===== src/core/rosel_pkg.sv =====
// Package for the redundant output source selector: constants, modes, register map
package rosel_pkg;
    localparam int NSRC = 3;
    localparam int NOUT = 16;
    localparam int CLK_HZ = 100_000_000;
    localparam int FAULT_DELAY_MS = 1000;
    localparam int FAULT_DELAY_CYC = CLK_HZ / 1000 * FAULT_DELAY_MS;
    localparam logic [1:0] MISS_LIMIT = 2'h3;
    localparam logic [4:0] STN_FIRST = 5'h1f;
    localparam logic [4:0] STN_SECOND = 5'h1e;
    localparam logic [4:0] STN_THIRD = 5'h1d;

    // Register byte offsets
    localparam logic [3:0] REG_CTRL = 4'h0;
    localparam logic [3:0] REG_DFLT = 4'h4;
    localparam logic [3:0] REG_STAT = 4'h8;
    localparam logic [3:0] REG_OUT = 4'hc;
    // Control field positions
    localparam int CTRL_MODE_LSB = 0;
    localparam int CTRL_HOLD = 2;
    localparam int CTRL_TRIPLE = 3;
    localparam int CTRL_DC16 = 4;
    localparam int CTRL_FORCE = 5;
    localparam logic [31:0] CTRL_RESET = 32'h0000_0000;
    localparam logic [15:0] DFLT_RESET = 16'h0000;

    typedef enum logic [1:0] {
        MODE_VOTED,
        MODE_FAILOVER,
        MODE_DUAL,
        MODE_NONE
    } rosel_mode_type;

    typedef enum logic [1:0] {
        SEL_FIRST,
        SEL_SECOND,
        SEL_THIRD,
        SEL_DEFAULT
    } rosel_sel_type;
endpackage


===== src/core/rosel_src_if.sv =====
// Interface carrying per-station scan status between selector and tracker
`timescale 1ns/1ps
interface rosel_src_if;
    logic [2:0] fresh;
    logic [2:0] present;
    modport tracker (input fresh, output present);
    modport selector (output fresh, input present);
endinterface


===== src/core/rosel_miss_track.sv =====
// Per-station missed-scan counters
`timescale 1ns/1ps
module rosel_miss_track (
    // Clock and reset
    input wire logic clk_i,
    input wire logic rst_i,
    // Scan tick
    input wire logic scan_end_i,
    // Station status
    rosel_src_if.tracker src
);
    typedef struct packed {
        logic [2:0][1:0] miss;
        logic [2:0] seen;
    } rosel_trk_type;

    rosel_trk_type st;
    rosel_trk_type next_st;

    always_comb begin
        next_st = st;
        for (int i = 0; i < rosel_pkg::NSRC; i++) begin
            if (src.fresh[i]) begin
                next_st.seen[i] = 1'b1;
            end
            if (scan_end_i) begin
                next_st.seen[i] = 1'b0;
                if (st.seen[i] || src.fresh[i]) begin
                    next_st.miss[i] = 2'h0;
                end else if (st.miss[i] != rosel_pkg::MISS_LIMIT) begin
                    next_st.miss[i] = st.miss[i] + 2'h1;
                end
            end
        end
        if (rst_i) begin
            next_st.seen = 3'h0;
            next_st.miss = {3{rosel_pkg::MISS_LIMIT}};
        end
    end

    always_ff @(posedge clk_i) begin
        st <= next_st;
    end

    // Station lost only after three consecutive empty scans
    generate
        for (genvar g = 0; g < rosel_pkg::NSRC; g++) begin : g_pres
            assign src.present[g] = st.miss[g] != rosel_pkg::MISS_LIMIT;
        end
    endgenerate
endmodule


===== src/core/rosel_top.sv =====
// Redundant output source selector with Wishbone register slave
//
// Design decisions made here: the placing of the registers and the Wishbone interface to the registers.
`timescale 1ns/1ps
module rosel_top (
    // Clock and reset
    input wire logic clk_i,
    input wire logic rst_i,
    // Wishbone slave
    input wire logic wb_cyc_i,
    input wire logic wb_stb_i,
    input wire logic wb_we_i,
    input wire logic [3:0] wb_adr_i,
    input wire logic [3:0] wb_sel_i,
    input wire logic [31:0] wb_dat_i,
    output logic [31:0] wb_dat_o,
    output logic wb_ack_o,
    // Bus scan and station data, index 0 is station 31, 1 is 30, 2 is 29
    input wire logic scan_end_i,
    input wire logic [2:0] data_valid_i,
    input wire logic [47:0] data_i,
    // Raw circuit fault detections
    input wire logic [15:0] failed_switch_i,
    input wire logic [15:0] no_load_i,
    input wire logic [15:0] other_fault_i,
    // Outputs
    output logic [15:0] out_o,
    output logic unit_health_o,
    output logic [2:0] fault_report_o,
    output logic [15:0] fs_fault_o,
    output logic [15:0] nl_fault_o,
    output logic autotest_en_o,
    output logic [2:0] voter_in_o
);
    typedef struct packed {
        logic [31:0] ctrl;
        logic [15:0] dflt;
        logic [15:0] outs;
        logic [2:0] excl;
        logic [2:0] dv;
        logic [47:0] data;
        logic [15:0] fs_q;
        logic [15:0] nl_q;
        logic [26:0] fs_cnt;
        logic [26:0] nl_cnt;
        logic [15:0] fs_prev;
        logic [15:0] nl_prev;
        logic [2:0] rep;
        logic [15:0] rep_prev;
        logic [1:0] sel;
        logic ack;
        logic [31:0] rdat;
    } rosel_top_type;

    rosel_top_type st;
    rosel_top_type next_st;
    rosel_src_if src();

    localparam logic [26:0] DELAY = 27'(rosel_pkg::FAULT_DELAY_CYC);

    rosel_miss_track u_track (
        .clk_i(clk_i),
        .rst_i(rst_i),
        .scan_end_i(scan_end_i),
        .src(src)
    );

    assign src.fresh = data_valid_i;

    logic [1:0] mode;
    logic voted;
    logic triple;
    logic hold;
    logic dc16;
    logic force_logon_bit;
    logic [15:0] word [3];
    logic [15:0] vote;
    logic [2:0] usable;
    logic [1:0] sel;
    logic [15:0] fs_cur;
    logic [15:0] nl_cur;
    logic [15:0] any_fault;
    logic wb_hit;

    assign mode = st.ctrl[rosel_pkg::CTRL_MODE_LSB +: 2];
    assign voted = mode == rosel_pkg::MODE_VOTED;
    assign triple = st.ctrl[rosel_pkg::CTRL_TRIPLE];
    assign hold = st.ctrl[rosel_pkg::CTRL_HOLD];
    assign dc16 = st.ctrl[rosel_pkg::CTRL_DC16];
    assign force_logon_bit = st.ctrl[rosel_pkg::CTRL_FORCE];
    assign wb_hit = wb_cyc_i && wb_stb_i && !st.ack;

    generate
        for (genvar g = 0; g < rosel_pkg::NSRC; g++) begin : g_word
            assign word[g] = st.data[g*16 +: 16];
            // Matching sources or force logon may join the vote
            assign usable[g] = src.present[g] && !st.excl[g];
        end
    endgenerate

    // Bitwise majority, falling back to agreement of the remaining sources
    always_comb begin
        vote = st.outs;
        unique case (usable)
            3'h7: vote = (word[0] & word[1]) | (word[0] & word[2]) | (word[1] & word[2]);
            3'h3: vote = word[0] == word[1] ? word[0] : st.outs;
            3'h5: vote = word[0] == word[2] ? word[0] : st.outs;
            3'h6: vote = word[1] == word[2] ? word[1] : st.outs;
            3'h1: vote = word[0];
            3'h2: vote = word[1];
            3'h4: vote = word[2];
            default: vote = st.outs;
        endcase
    end

    // Priority pick among present stations, station 29 only when triple is set
    always_comb begin
        if (src.present[0]) begin
            sel = rosel_pkg::SEL_FIRST;
        end else if (src.present[1]) begin
            sel = rosel_pkg::SEL_SECOND;
        end else if (triple && src.present[2]) begin
            sel = rosel_pkg::SEL_THIRD;
        end else begin
            sel = rosel_pkg::SEL_DEFAULT;
        end
    end

    // Timed fault masks: in voted mode a raw switch fault must stand one second before reporting; no-load is delayed only with dc16, and then not in any_fault
    assign fs_cur = voted ? (st.fs_cnt >= DELAY ? st.fs_q : 16'h0000) : st.fs_q;
    assign nl_cur = (voted && dc16) ? (st.nl_cnt >= DELAY ? st.nl_q : 16'h0000) : st.nl_q;
    assign any_fault = fs_cur | other_fault_i | ((voted && dc16) ? 16'h0000 : nl_cur);

    always_comb begin
        next_st = st;
        next_st.dv = data_valid_i;
        for (int i = 0; i < rosel_pkg::NSRC; i++) begin
            if (data_valid_i[i]) begin
                next_st.data[i*16 +: 16] = data_i[i*16 +: 16];
            end
        end
        next_st.fs_q = failed_switch_i;
        next_st.nl_q = no_load_i;
        // Restart delay whenever the raw fault set changes
        if (failed_switch_i != st.fs_prev) begin
            next_st.fs_cnt = 27'h0;
        end else if (st.fs_cnt < DELAY) begin
            next_st.fs_cnt = st.fs_cnt + 27'h1;
        end
        if (no_load_i != st.nl_prev) begin
            next_st.nl_cnt = 27'h0;
        end else if (st.nl_cnt < DELAY) begin
            next_st.nl_cnt = st.nl_cnt + 27'h1;
        end
        next_st.fs_prev = failed_switch_i;
        next_st.nl_prev = no_load_i;

        if (voted) begin
            for (int i = 0; i < rosel_pkg::NSRC; i++) begin
                if (force_logon_bit || (st.dv[i] && word[i] == st.outs)) begin
                    next_st.excl[i] = 1'b0;
                end else if (st.dv[i] && word[i] != st.outs && usable != 3'h0 && !st.excl[i]
                             && usable != (3'h1 << i)) begin
                    next_st.excl[i] = 1'b1;
                end
            end
            next_st.outs = vote;
            next_st.sel = rosel_pkg::SEL_DEFAULT;
        end else begin
            next_st.excl = 3'h0;
            next_st.sel = sel;
            unique case (sel)
                rosel_pkg::SEL_FIRST: next_st.outs = word[0];
                rosel_pkg::SEL_SECOND: next_st.outs = word[1];
                rosel_pkg::SEL_THIRD: next_st.outs = word[2];
                rosel_pkg::SEL_DEFAULT: next_st.outs = hold ? st.outs : st.dflt;
            endcase
        end
        if (src.present == 3'h0 && voted) begin
            next_st.outs = hold ? st.outs : st.dflt;
        end

        // Event-driven directed fault report on any change of the fault set to a nonzero value
        next_st.rep_prev = any_fault;
        if (any_fault != st.rep_prev && any_fault != 16'h0000) begin
            next_st.rep = voted ? 3'h7 : 3'h1;
        end else begin
            next_st.rep = 3'h0;
        end

        // Wishbone classic: single-cycle ack, one idle cycle between
        next_st.ack = wb_hit;
        if (wb_hit && wb_we_i) begin
            if (wb_adr_i == rosel_pkg::REG_CTRL) begin
                for (int b = 0; b < 4; b++) begin
                    if (wb_sel_i[b]) begin
                        next_st.ctrl[b*8 +: 8] = wb_dat_i[b*8 +: 8];
                    end
                end
            end else if (wb_adr_i == rosel_pkg::REG_DFLT) begin
                for (int b = 0; b < 2; b++) begin
                    if (wb_sel_i[b]) begin
                        next_st.dflt[b*8 +: 8] = wb_dat_i[b*8 +: 8];
                    end
                end
            end
        end
        // Force logon is a one-shot command
        if (st.ctrl[rosel_pkg::CTRL_FORCE] && !(wb_hit && wb_we_i && wb_adr_i == rosel_pkg::REG_CTRL)) begin
            next_st.ctrl[rosel_pkg::CTRL_FORCE] = 1'b0;
        end
        unique case (wb_adr_i)
            rosel_pkg::REG_CTRL: next_st.rdat = {26'h0, st.ctrl[5:0]};
            rosel_pkg::REG_DFLT: next_st.rdat = {16'h0, st.dflt};
            rosel_pkg::REG_STAT: next_st.rdat = {22'h0, st.excl, src.present, st.sel, st.dv[0], unit_health_o};
            rosel_pkg::REG_OUT: next_st.rdat = {16'h0, st.outs};
            default: next_st.rdat = 32'h0000_0000;
        endcase

        if (rst_i) begin
            next_st = '0;
            next_st.ctrl = rosel_pkg::CTRL_RESET;
            next_st.dflt = rosel_pkg::DFLT_RESET;
            next_st.sel = rosel_pkg::SEL_DEFAULT;
        end
    end

    always_ff @(posedge clk_i) begin
        st <= next_st;
    end

    assign wb_ack_o = st.ack;
    assign wb_dat_o = st.rdat;
    assign out_o = st.outs;
    assign fault_report_o = st.rep;
    assign fs_fault_o = fs_cur;
    assign nl_fault_o = nl_cur;
    assign unit_health_o = any_fault == 16'h0000;
    // Only voted and failover blocks join output autotest
    assign autotest_en_o = mode == rosel_pkg::MODE_VOTED || mode == rosel_pkg::MODE_FAILOVER;
    assign voter_in_o = voted ? usable : 3'h0;
endmodule


===== config.mk =====
export PLATFORM = sky130hd
export DESIGN_NAME = rosel_top
export DESIGN_NICKNAME = d
export VERILOG_FILES = /design/src/core/rosel_pkg.sv /design/src/core/rosel_src_if.sv /design/src/core/rosel_miss_track.sv /design/src/core/rosel_top.sv
export SDC_FILE = /design/constraint.sdc
export NUM_CORES = 1
export LEC_CHECK = 0
export BUFFER_PORTS_ARGS = -buffer_cell sky130_fd_sc_hd__buf_2
export CORE_AREA = 2 2 156 158
export DETAILED_ROUTE_END_ITERATION = 12
export DIE_AREA = 0 0 158 160
export PLACE_DENSITY = 0.78
export SYNTH_ARGS = -nofsm -noshare
export SYNTH_HDL_FRONTEND = slang
export SYNTH_SLANG_ARGS = --single-unit

===== constraint.sdc =====
create_clock -name clk_i -period 3.4 [get_ports clk_i]
set_clock_uncertainty 0.1 [all_clocks]
set_input_delay 0.17 -clock clk_i [delete_from_list [all_inputs] [get_ports clk_i]]
set_output_delay 0.17 -clock clk_i [all_outputs]
set_load 0.02 [all_outputs]

==> After elaboration in Yosys (flattened, before gate mapping) <==
Index checks and enable logic that the tools add are counted.
{ "op_classes": {"addsub": 5, "mul": 0, "div": 0, "order_cmp": 4, "eq_ne": 36, "shifts": 0, "mux": 31, "bitwise": 10, "n_reduce_logical": 65} }
{ "op_table": {"columns": ["cell", "n"], "rows": [
  ["$mux 16", 10],
  ["$pmux 16 s4", 2],
  ["$pmux 16 s7", 1],
  ["$eq 16x16->1", 6],
  ["$ne 16x16->1", 6],
  ["$or 16x16->16", 4],
  ["$add 27x1->27 const B", 2],
  ["$ge 27x27->1 const B", 2],
  ["$lt 27x27->1 const B", 2],
  ["$and 16x16->16", 3],
  ["$logic_and 1x1->1", 27],
  ["$mux 19", 1],
  ["$logic_not 16->1", 1],
  ["$mux 2", 8],
  ["$reduce_bool 16->1", 1],
  ["$eq 3x3->1 const B", 4],
  ["$ne 4x4->1 const B", 3],
  ["$reduce_and 4->1", 3],
  ["$reduce_or 2->1", 6],
  ["$ne 9x1->1 const B", 1],
  ["$reduce_or 3->1", 3],
  ["$eq 4x4->1 const B", 2],
  ["$logic_or 1x1->1", 7],
  ["$mux 1", 7],
  ["20 further kinds", 39]
]} }
{ "totals": {"reg_bits": 241, "latchBits": 0, "ram_bits": 0, "mem_bits_ro": 0, "input_bits": 145, "output_inout_bits": 89, "word_cells": 178, "memories": 0} }

==> Logic depth before layout (Yosys ltp) <==
{ "depth": {"word_depth": 10, "depth_mapped": 11, "depth_no_buf": 9} }

==> Hierarchy <==
From an unflattened synthesis, not the netlist that was laid out.
{ "hier_totals": {"cells_unflattened": 1554, "hier_area_um2": 12816.0} }
{ "by_module_without_submodules": {"columns": ["mod", "n_inst", "cells_per_inst", "area_per_inst_um2", "seq_area_each_um2"], "rows": [
  ["rosel_top", 1, 1515, 12401.9, 4304.1],
  ["rosel_miss_track", 1, 39, 414.1, 180.2]
]} }

==> Worst setup path after synthesis <==
No wires, ideal clock.
{ "synth_timing": {"path_type": "reg2reg", "start": "register st[123] (netlist bit)", "end": "register st (netlist bit fault_report_o[0])", "setup_ns": 0.132, "t_arrival_ns": 3.050, "required_time_ns": 3.168, "slack_ns": 0.117, "path_stages_with_launch": 9, "path_buffers": 0, "period_less_slack_ns": 3.283, "path_cell_list": "dfxtp_1 -> or4_1 -> or4_1 -> or4_4 -> a31oi_1 -> o21ai_0 -> a2111oi_2 -> and4_1 -> nor3_1"} }
{ "synth_between": {"elab_chain_len": 9, "word_cells_on_any_way": 10, "cone_classes": "order compare (1); eq/ne (1); mux (2); bitwise (3); reduce/logical (3)"} }
{ "synth_rtl": {"columns": ["item", "line", "source"], "rows": [
  ["from (decl)", "rosel_top.sv:55", "rosel_top_type st;"],
  ["from (signal assigned)", "rosel_top.sv:229", "st <= next_st;"],
  ["$ge 27x27->1 *", "rosel_top.sv:130", "assign fs_cur = voted ? (st.fs_cnt >= DELAY ? st.fs_q : 16'h0000) : st.fs_q;"],
  ["$mux 16 * (2 in a row)", "rosel_top.sv:130", null],
  ["named net fs_fault_o[15]", "rosel_top.sv:30", "output logic [15:0] fs_fault_o,"],
  ["$or 16x16->16 * (2 in a row)", "rosel_top.sv:132", "assign any_fault = fs_cur | other_fault_i | ((voted && dc16) ? 16'h0000 : nl_cur);"],
  ["$ne 16x16->1 / $reduce_bool 16->1 (equally long branches)", "rosel_top.sv:185", "if (any_fault != st.rep_prev && any_fault != 16'h0000) begin"],
  ["$logic_and 1x1->1 *", "rosel_top.sv:185", null],
  ["$not 1->1 (no source line) *", null, null],
  ["$reduce_or 2->1 (no source line) *", null, null]
]} }
The timed path passes the listed nets; every way through them passes the cells marked *.
A chain may end at the register's enable or synchronous reset.

==> Worst setup path in the final report <==
{ "layout_timing": {"start": "register st[124] (netlist bit)", "end": "register st (netlist bit fault_report_o[0])"} }
{ "layout_between": {"elab_chain_len": 9, "word_cells_on_any_way": 10, "cone_classes": "order compare (1); eq/ne (1); mux (2); bitwise (3); reduce/logical (3)"} }
{ "layout_rtl": {"columns": ["item", "line"], "rows": [
  ["$ge 27x27->1 *", "rosel_top.sv:130"],
  ["$mux 16 * (2 in a row)", "rosel_top.sv:130"],
  ["$or 16x16->16 * (2 in a row)", "rosel_top.sv:132"],
  ["$ne 16x16->1 / $reduce_bool 16->1 (equally long branches)", "rosel_top.sv:185"],
  ["$logic_and 1x1->1 *", "rosel_top.sv:185"],
  ["$not 1->1 (no source line) *", null],
  ["$reduce_or 2->1 (no source line) *", null]
]} }
Every way passes the cells marked *; elsewhere a longest branch is shown, timed or not.

==> metrics <==
endpoints failing hold=0; Layout area overhead=24.1%; Max Clock Freq=~300 MHz; leakage power=6.79 nW; Main synth FF type=dfxtp_1; ANT cells=0; setup slack at placement=roughly 0.070 ns; status=complete, no violations; largest net degree at the start of global routing=a little over 100; DR vias=between 10,000 and 15,000; synth warn=0; share of Yosys cell area claimed by the top area cell type=roughly a third; Cells after Synth=between 1,500 and 2,000; WL per Instance=approximately 19 microns; worst vdd ir=0.000400 V; worst setup path category=reg -> reg; Worst EP required=around 3.7 ns; CTS tree=done; Post-synth EDFFs=0; P per Cell Area=~460 nW/um^2; vias per cell=~6; # rows=57; most frequent cell after synthesis=dfxtp_1; min setup slack post-route=a little over 0.08 ns; Synth async-reset ratio=0%; DRC viols=0; Initial DRC Count=about 1,400; worst skew pair latency=between 0.5 and 0.6 ns; Reg clk slew, reported paths=~0.060 ns; Final Cycle Share=97.6%; #FFs+latches synth=224; Die X=158 microns; num ports=between 200 and 250; final slew viol count=0; CTS H-tree lvls=1; Final Non-Filler Cells=between 2,000 and 2,500; total CTS buffers=26; Cell variety after synth=56; layout cells sized above 1=between 10% and 20%; gp weighted congestion=between 0.9 and 1; Post-Route WL=between 30,000 and 40,000 microns; Worst setup EP type=register; synthesized cell area=approximately 13,000 sq um; GRT Residual Overflow=0; initial antenna violation count=0; RSZ-0062 raised after global routing=false; Synth Area per Inst=approximately 8.4 sq um; number of port buffers=just under 200; hold crit path type=in -> reg; top cells by area, synth=dfxtp_1 (35%), mux2i_1 (7.5%), nor2_1 (6.0%); total power=~7.4 mW; post-synthesis sequential area ratio=about a third; first-pass GRT wire length=62,200 microns; Core ar.=about 24,000 sq um; Total Neg Setup Slack=0 ns; Tmin final=3.32 ns; post-synth top area cell=dfxtp_1; GRT Resource Usage Total=a little under a third; worst-path fanout max=4; TritonRoute pass-1 iters=7; Initial Utilization=53.7%; Max-slew headroom=34.1%; total die area=between 20,000 and 30,000 sq um; critical path arrival=about 3.6 ns; nets=~2,000; clk buf depth=3; # placed instances=1,939; vias in the first global route=approximately 12,000; Max-Cap Viols=0; critical path startpoint category=register; Slew @ Worst Pin=about 0.99 ns; Root Buffer=clkbuf_16; # setup viols final=0; TritonCTS sink count=~220; detailed placement HPWL=between 20,000 and 30,000 microns; commonest cells in the synthesized netlist=dfxtp_1 (224), nor2_1 (206), nand2_1 (103); Chip Height=approximately 160 microns; antenna viol nets, final=0
-- cell type report --
cell class,count,area (sq um)
well taps,324,405
flip-flops and latches,224,4480
fillers,1885,7940
multi-input cells,1128,7580
clock inverters,5,93.8
clock buffers,39,779
repair buffers,340,2370
inverters,45,169
-- final timing paths --
check                                          to  slack (ns)    start  cells past startpoint
worst max-delay path            fault_report_o[0]        0.08  st[124]                      9
worst min-delay path                       st[65]        0.03    rst_i                      2
worst min register to register            st[224]        0.34  st[221]                      1
worst max register to register  fault_report_o[0]        0.08  st[124]                      9
-- power by group --
part	leakage [nW]	switching (mW)	internal, mW	total, mW
Combinational	4.53	0.830	0.681	1.51
Clock	0.428	1.11	1.73	2.83
Sequential	1.84	0.257	2.76	3.01
-- flip-flops by register name, indices dropped and copies added (netlist names) --
register / count
mode: 2
force_logon_bit: 1
st: 175
out_o: 16
dc16: 1
fault_report_o: 2
hold: 1
u_track.st: 9
wb_ack_o: 1
wb_dat_o: 16
-- cell families (layout without fill, tap and decap cells) --
| kind of cell | after synthesis | in the layout | share of synthesized area, % |
|---|---|---|---|
| AND/OR/NAND/NOR | 575 | 576 | 21.9 |
| XOR/XNOR | 126 | 126 | 8.62 |
| adder cells (fa/ha/maj) | 56 | 56 | 5.48 |
| multiplexers | 124 | 124 | 9.97 |
| flip-flops | 224 | 224 | 35.0 |
| AO/OA/AOI/OAI | 230 | 230 | 11.8 |
| buffers and inverters | 188 | 429 | 7.13 |
| other | 1 | 16 | 0.0293 |
-- layout by cell type (no fill, tap or decap), types with 10 or more instances in the layout --
master	netlist	layout
nand3_1	29	28
a22oi_1	17	17
dfxtp_1	224	224
clkbuf_16	0	26
nor3_1	42	42
inv_1	45	45
and3_1	23	23
o221ai_1	16	16
nor4_1	33	33
nor2_1	206	205
a222oi_1	21	21
conb_1	1	16
buf_4	51	24
o21ai_0	23	20
nand4_1	34	34
a21oi_1	86	81
and4_1	10	10
mux2_2	28	28
nand2_1	103	103
mux2i_1	96	96
ha_1	56	56
dlygate4sd3_1	0	117
buf_2	0	196
xnor2_1	72	72
o22ai_1	28	28
xor2_1	54	54
nor2b_1	52	52
-- critical path: stages, from the launching register on --
cell and delay (ns):
dfxtp_1 0.34, or4_4 0.53, or4_4 0.52, or4_4 0.47, buf_4 0.18, a31oi_4 0.21, o21ai_1 0.11, a2111oi_2 0.37
and4_1 0.28, nor3_1 0.06
-- metrics by stage --
step	area [sq um]	hold slack [ns]	utilization (%)
finish	15900	0.0323	66.7
global route	15900	0.0342	66.7
CTS	15800	0.0239	66.3
detailed placement	13700	0.313	57.5
global placement	13700	0.303	57.5
floorplan	12900	0.198	-
-- layer usage --
layer	GRT usage [%]	share of wire, %	vias to the layer above
met1	35.8	38	5906
met2	53.2	48	748
met3	5.05	8.1	193
met5	0	0	-
li1	-	-	5811
met4	14.7	5.4	0
-- repair_timing --
item | CTS | global route
resized for setup | 5 | 22
pin swaps | 1 | 6
endpoints found under the setup margin | 13 | 34
cloned | 1 | 1
setup buffers | 3 | 0
hold buffers | 117 | 0
hold endpoints to repair | 127 | 0
(Power assumes the default switching activity.)
